## src/rtl/mfi_pkg.sv

```systemverilog
// Constants and types for the motor fault and idle monitor
//
// Overview of operation
// - Short detected: switch output stage off immediately
// - Wait latch timer 256 us, retry once
// - Short persists: off, latch standby, assert fault
// - Latch cleared only by standby control low or by reset
// - Idle output active after full step-free timeout
// - Idle output released at next step edge
// - Idle timeout is a configurable cycle count
// - Idle output open-drain, never drives high
package mfi_pkg;

	localparam int CLK_MHZ = 125;
	localparam int LATCH_TIME_US = 256;
	localparam int LATCH_CYCLES = LATCH_TIME_US * CLK_MHZ;
	localparam int LATCH_CNT_W = 16;
	localparam logic [LATCH_CNT_W-1:0] LATCH_CNT_LAST = LATCH_CNT_W'(LATCH_CYCLES - 1);

	// Idle timeout count, default 0.6 s at 125 MHz (1500 pF)
	localparam int IDLE_CNT_W = 32;
	localparam logic [IDLE_CNT_W-1:0] IDLE_CYCLES_DEF = 32'h0478_68c0;

	typedef enum logic [2:0] {
		MFI_RUN = 3'b000,
		MFI_OFF_WAIT = 3'b001,
		MFI_RETRY = 3'b010,
		MFI_LATCHED = 3'b011
	} mfi_prot_state_t;

endpackage

```

## src/rtl/mfi_idle_if.sv

```systemverilog
// Interface between the monitor and its idle timer
`timescale 1ns/1ns
`default_nettype none
interface mfi_idle_if;
	logic step_edge;
	logic [mfi_pkg::IDLE_CNT_W-1:0] timeout;
	logic idle;
	modport timer (input step_edge, input timeout, output idle);
	modport ctrl (output step_edge, output timeout, input idle);
endinterface
`default_nettype wire

```

## src/rtl/mfi_idle_timer.sv

```systemverilog
// Step idle timer
`timescale 1ns/1ns
`default_nettype none
module mfi_idle_timer import mfi_pkg::*; (
	input wire logic clk,
	input wire logic resetn,
	mfi_idle_if.timer bus
);
	logic [IDLE_CNT_W-1:0] cnt_q;
	logic idle_q;
	wire expired = (cnt_q >= bus.timeout - 32'h0000_0001);

	always_ff @(posedge clk or negedge resetn) begin
		if (!resetn) begin
			cnt_q <= '0;
			idle_q <= 1'b0;
		end else if (bus.step_edge) begin
			cnt_q <= '0;
			idle_q <= 1'b0;
		end else if (!idle_q) begin
			if (expired) begin
				idle_q <= 1'b1;
			end else begin
				cnt_q <= cnt_q + 32'h0000_0001;
			end
		end
	end

	assign bus.idle = idle_q;
endmodule
`default_nettype wire

```

## src/rtl/mfi_monitor.sv

```systemverilog
// Short protection and step idle monitor top
`timescale 1ns/1ns
`default_nettype none
module mfi_monitor import mfi_pkg::*; #(
	parameter logic [IDLE_CNT_W-1:0] IDLE_CYCLES = IDLE_CYCLES_DEF
) (
	input wire logic clk,
	input wire logic resetn,
	input wire logic short_det_in,
	input wire logic standby_ctrl_in,
	input wire logic step_in,
	output logic out_enable,
	output logic fault_flag_out,
	output logic idle_out_o,
	output logic idle_out_oe
);
	logic [1:0] short_sync_q;
	logic [1:0] stby_sync_q;
	logic [1:0] step_sync_q;
	logic step_prev_q;
	mfi_prot_state_t state_q;
	mfi_prot_state_t state_d;
	logic [LATCH_CNT_W-1:0] tmr_q;
	logic out_en_q;
	logic fault_q;
	logic idle_oe_q;
	mfi_idle_if idle_bus ();

	wire short_s = short_sync_q[1];
	// Low level on standby input releases the latch
	wire stby_low = !stby_sync_q[1];
	wire step_rise = step_sync_q[1] & !step_prev_q;
	wire tmr_done = (tmr_q == LATCH_CNT_LAST);

	always_ff @(posedge clk or negedge resetn) begin
		if (!resetn) begin
			short_sync_q <= 2'h0;
			stby_sync_q <= 2'h3;
			step_sync_q <= 2'h0;
			step_prev_q <= 1'b0;
		end else begin
			short_sync_q <= {short_sync_q[0], short_det_in};
			stby_sync_q <= {stby_sync_q[0], standby_ctrl_in};
			step_sync_q <= {step_sync_q[0], step_in};
			step_prev_q <= step_sync_q[1];
		end
	end

	always_comb begin
		state_d = state_q;
		unique case (state_q)
			MFI_RUN: begin
				if (short_s) begin
					state_d = MFI_OFF_WAIT;
				end
			end
			MFI_OFF_WAIT: begin
				if (tmr_done) begin
					state_d = MFI_RETRY;
				end
			end
			MFI_RETRY: begin
				if (short_s) begin
					state_d = MFI_LATCHED;
				end else begin
					state_d = MFI_RUN;
				end
			end
			MFI_LATCHED: begin
				if (stby_low) begin
					state_d = MFI_RUN;
				end
			end
			default: state_d = MFI_LATCHED;
		endcase
	end

	always_ff @(posedge clk or negedge resetn) begin
		if (!resetn) begin
			state_q <= MFI_RUN;
			tmr_q <= '0;
		end else begin
			state_q <= state_d;
			tmr_q <= (state_q == MFI_OFF_WAIT && !tmr_done) ? tmr_q + 16'h0001 : '0;
		end
	end

	// Out-enable and fault registered from the next state so they follow it directly; idle enable registered from the idle timer
	always_ff @(posedge clk or negedge resetn) begin
		if (!resetn) begin
			out_en_q <= 1'b1;
			fault_q <= 1'b0;
			idle_oe_q <= 1'b0;
		end else begin
			out_en_q <= (state_d == MFI_RUN) || (state_d == MFI_RETRY);
			fault_q <= (state_d == MFI_LATCHED);
			idle_oe_q <= idle_bus.idle && !step_rise;
		end
	end

	assign idle_bus.step_edge = step_rise;
	assign idle_bus.timeout = IDLE_CYCLES;

	mfi_idle_timer u_idle (
		.clk(clk),
		.resetn(resetn),
		.bus(idle_bus)
	);

	assign out_enable = out_en_q;
	assign fault_flag_out = fault_q;
	assign idle_out_o = 1'b0;
	assign idle_out_oe = idle_oe_q;
endmodule
`default_nettype wire

```

## config.mk

```make
export PLATFORM = sky130hd
export DESIGN_NAME = mfi_monitor
export DESIGN_NICKNAME = d
export VERILOG_FILES = /design/src/rtl/mfi_pkg.sv /design/src/rtl/mfi_idle_if.sv /design/src/rtl/mfi_idle_timer.sv /design/src/rtl/mfi_monitor.sv
export SDC_FILE = /design/constraint.sdc
export NUM_CORES = 1
export LEC_CHECK = 0
export ABC_AREA = 1
export BUFFER_PORTS_ARGS = -buffer_cell sky130_fd_sc_hd__buf_2
export CAP_MARGIN = 30
export CORE_MARGIN = 2
export CORE_UTILIZATION = 50
export DETAILED_ROUTE_END_ITERATION = 12
export PLACE_DENSITY = 0.68
export RECOVER_POWER = 50
export REMOVE_ABC_BUFFERS = 1
export SYNTH_ARGS = -nofsm -noshare
export SYNTH_HDL_FRONTEND = slang
export SYNTH_SLANG_ARGS = --single-unit
```

## constraint.sdc

```tcl
create_clock -name clk -period 2.3 [get_ports clk]
set_input_delay 0.46 -clock clk [delete_from_list [all_inputs] [get_ports clk]]
set_output_delay 0.46 -clock clk [all_outputs]
set_load 0.005 [all_outputs]
```

==> reports/qor.json <==
{
  "outcome": {"value": "complete, no violations"},
  "synthesis.area_per_instance": {"value": 7.137, "unit": "sq um"},
  "detail_route.wl_per_cell": {"value": 12.66, "unit": "um"},
  "data_arrival_time_of_the_critical_path": {"value": 2220, "unit": "ps"},
  "postPlaceCellArea": {"value": 3652, "unit": "sq um"},
  "worst_hold_path.num_cells": {"value": 1},
  "synth_sequential_area_ratio": {"value": 44.11, "unit": "%"},
  "cp_max_fo": {"value": 28},
  "synth.area.top_cells": {"value": "dfrtp_1 (42%), nand2_1 (16%), nor2_1 (9.6%)"},
  "vias_per_cell": {"value": 5.097},
  "postRouteWirelength": {"value": 7697, "unit": "um"},
  "fillerInstances": {"value": 651},
  "synthToLayoutAreaGrowth": {"value": 8.623, "unit": "%"},
  "grt_pass1_wl": {"value": 13740, "unit": "um"},
  "synth.top_cell.area_share": {"value": 41.87, "unit": "%"},
  "finalNonFillerCells": {"value": 608},
  "synth_warnings": {"value": 0},
  "syn_area": {"value": 3526, "unit": "sq um"},
  "rrSetupSlack": {"value": 310, "unit": "ps"},
  "remaining_drc_errors": {"value": 0},
  "max_slew.worst_pin.slew": {"value": 1089, "unit": "ps"},
  "final-max-slew-violation-count": {"value": 0},
  "netlist.top_cell.by_area": {"value": "dfrtp_1"},
  "worst-endpoint-required": {"value": 2530, "unit": "ps"},
  "clock_sinks": {"value": 62},
  "clock_pin_slew_of_the_registers_on_the_worst_case_setup_and_hold_paths": {"value": 70, "unit": "ps"},
  "synth_edf_count": {"value": 0},
  "clockRootBuffer": {"value": "clkbuf_8"},
  "hold_slack": {"value": 213.9, "unit": "ps"},
  "final_layout_size_suffix_gt1_share": {"value": 8.008, "unit": "%"},
  "setup_viol_count_final": {"value": 0},
  "cts.hold.buffers_added": {"value": 0},
  "fin_crit_sh": {"value": 86.55, "unit": "%"},
  "layout.cell_area.non_filler": {"value": 3830, "unit": "sq um"},
  "power.leakage": {"value": 1.831, "unit": "nW"},
  "worst_setup_path_start_kind": {"value": "flip-flop"},
  "cts_inserted_buffers": {"value": 9},
  "grt_max_degree": {"value": 44},
  "clock_tree_from_tritoncts": {"value": "yes"},
  "coreArea": {"value": 6794, "unit": "sq um"},
  "num-nets-final": {"value": 514},
  "hold_class": {"value": "primary input to flip-flop"},
  "clock_skew": {"value": 10.98, "unit": "ps"},
  "dp_cells": {"value": 592},
  "top_level_i_o_count": {"value": 9},
  "setup_total_negative_slack": {"value": 0, "unit": "ps"},
  "critPathLaunch": {"value": "u_idle.cnt_q[0]"},
  "r2r-start": {"value": "u_idle.cnt_q[0]"},
  "grt_setup_unrepaired": {"value": "no"},
  "max-clock-path-buffers": {"value": 2},
  "timing.setup.critical_path_class": {"value": "flip-flop to flip-flop"},
  "area_used_by_multi_input_combinational_logic": {"value": 1698, "unit": "sq um"},
  "ys_seq_elements": {"value": 62},
  "ys.flop_type": {"value": "dfrtp_1"},
  "rows": {"value": 30},
  "die_area": {"value": 7740, "unit": "sq um"},
  "ff2ff_path_depth": {"value": 12},
  "first_global_vias": {"value": 2955},
  "max-slew-margin-rel": {"value": 27.37, "unit": "%"},
  "netlist-cell-type-count": {"value": 31},
  "design_power_total": {"value": 2.228, "unit": "mW"},
  "most_used_standard_cell_by_instance_count_after_synthesis": {"value": "nand2_1"},
  "achievable-frequency": {"value": 502.4, "unit": "MHz"},
  "first_iter_violations": {"value": 194},
  "route.antenna.remaining_nets": {"value": 0},
  "power_density": {"value": 581.7, "unit": "nW/um^2"},
  "cap_violations": {"value": 0},
  "hold_path.startpoint": {"value": "standby_ctrl_in"},
  "io_buffer_count": {"value": 7},
  "post_cts_buffers": {"value": 0},
  "hpwl": {"value": 5375, "unit": "um"},
  "cp-end-kind": {"value": "flip-flop"},
  "sequential_standard_cell_area": {"value": 1555, "unit": "sq um"},
  "number_of_standard_cells_after_synthesis": {"value": 494},
  "ctsHtreeMaxLevel": {"value": 3},
  "worstReg2RegEnd": {"value": "u_idle.cnt_q[12]"},
  "gp_congestion": {"value": 0.9537},
  "start_util": {"value": 51.90, "unit": "%"},
  "antenna_cells": {"value": 0},
  "worstHoldEndpoint": {"value": "stby_sync_q[0]"},
  "vias": {"value": 3099},
  "hold_viol_final": {"value": 0},
  "yosys-top-cells-count": {"value": "nand2_1 (148), nor2_1 (90), dfrtp_1 (59)"},
  "antenna_violations_before_repair": {"value": 0},
  "async_flop_share": {"value": 100.0, "unit": "%"},
  "die_span_in_y": {"value": 87.98, "unit": "um"},
  "final_period_minus_worst_setup_slack": {"value": 1991, "unit": "ps"},
  "cts_resized": {"value": 0},
  "ir_drop": {"value": 0.0002762, "unit": "V"},
  "first_pass_iters": {"value": 5},
  "die_width": {"value": 87.98, "unit": "um"},
  "globalRouteTotalUtil": {"value": 22.58, "unit": "%"},
  "clock_latency": {"value": 350, "unit": "ps"},
  "overflow": {"value": 0}
}
==> flip-flops by register name, summed over array words and instances (netlist names) <==
register	count
step_prev_q	1
u_idle.cnt_q	32
u_idle.bus.idle	1
tmr_q	16
fault_flag_out	1
stby_sync_q	2
out_enable	1
state_q	3
step_sync_q	2
idle_out_oe	1
short_sync_q	2
==> worst max-delay path, stage by stage, from the launching register on <==
cell     delay, ps
dfrtp_1        450
ha_1           240
inv_1           90
nor2_4         160
nand2_1         70
nand2_1         50
nand2_1         60
nand2_2         80
nand2_4        140
nand2_8        220
nand2_4        150
nand2_1        100
nand2_1         50
==> stage by stage <==
step	util (%)	setup slack (ps)
after floorplan	-	128.5
after CTS	56.48	319.9
after global routing	56.37	130.4
final	56.37	309.5
after detailed placement	53.76	323.6
after global placement	53.76	384.2
==> worst max-delay path by stage <==
stage / to / slack [ps] / cells past startpoint
2_1_floorplan: u_idle.cnt_q[12] / 130 / 5
3_3_place_gp: u_idle.cnt_q[22] / 380 / 12
3_5_place_dp: u_idle.cnt_q[15] / 320 / 12
4_1_cts: u_idle.cnt_q[22] / 320 / 12
5_1_grt: u_idle.cnt_q[20] / 130 / 12
6_report: u_idle.cnt_q[12] / 310 / 12
==> layer usage <==
metal | wire, um | GRT usage [%] | vias up
met4 | 146 | 9.650 | 0
met1 | 3878 | 32.88 | 1432
li1 | - | - | 1585
met3 | 319 | 3.770 | 16
met2 | 3352 | 33.20 | 66
met5 | 0 | 0 | -
==> layout by cell type (no fill, tap or decap), types with 4 or more instances in the layout <==
cell type	n
nand4_1	21
o21bai_1	4
a21oi_1	6
clkbuf_8	11
buf_2	6
xor2_1	11
nand3_1	47
nor2_1	90
inv_1	51
dfrtp_1	59
nor3_1	15
o21ai_0	5
nand2_1	148
==> cell type report <==
cell class | count | area share (%)
Sequential cell | 62 | 40.61
Tap cell | 96 | 3.136
Timing Repair Buffer | 12 | 1.699
Inverter | 55 | 5.390
Multi-Input combinational cell | 367 | 44.33
Clock buffer | 12 | 4.051
Clock inverter | 4 | 0.7841
==> logic make-up (layout without fill, tap and decap cells) <==
logic type	Yosys count	count (layout)	share of synthesized area (%)
and+or+nand+nor	333	333	41.09
buffers and inverters	66	83	7.842
DFF	62	62	44.11
AOI/OAI and AO/OA	17	17	2.910
xor gates and xnor gates	13	13	3.229
adders and majority gates	2	2	0.7096
other	1	2	0.1064
==> power by group <==
part / switching [mW] / total, mW / internal [mW]
sequential: 0.0452 / 1.18 / 1.13
combinational: 0.0991 / 0.150 / 0.0511
clock: 0.445 / 0.899 / 0.454
total: 0.589 / 2.23 / 1.64
(Power assumes the default switching activity.)
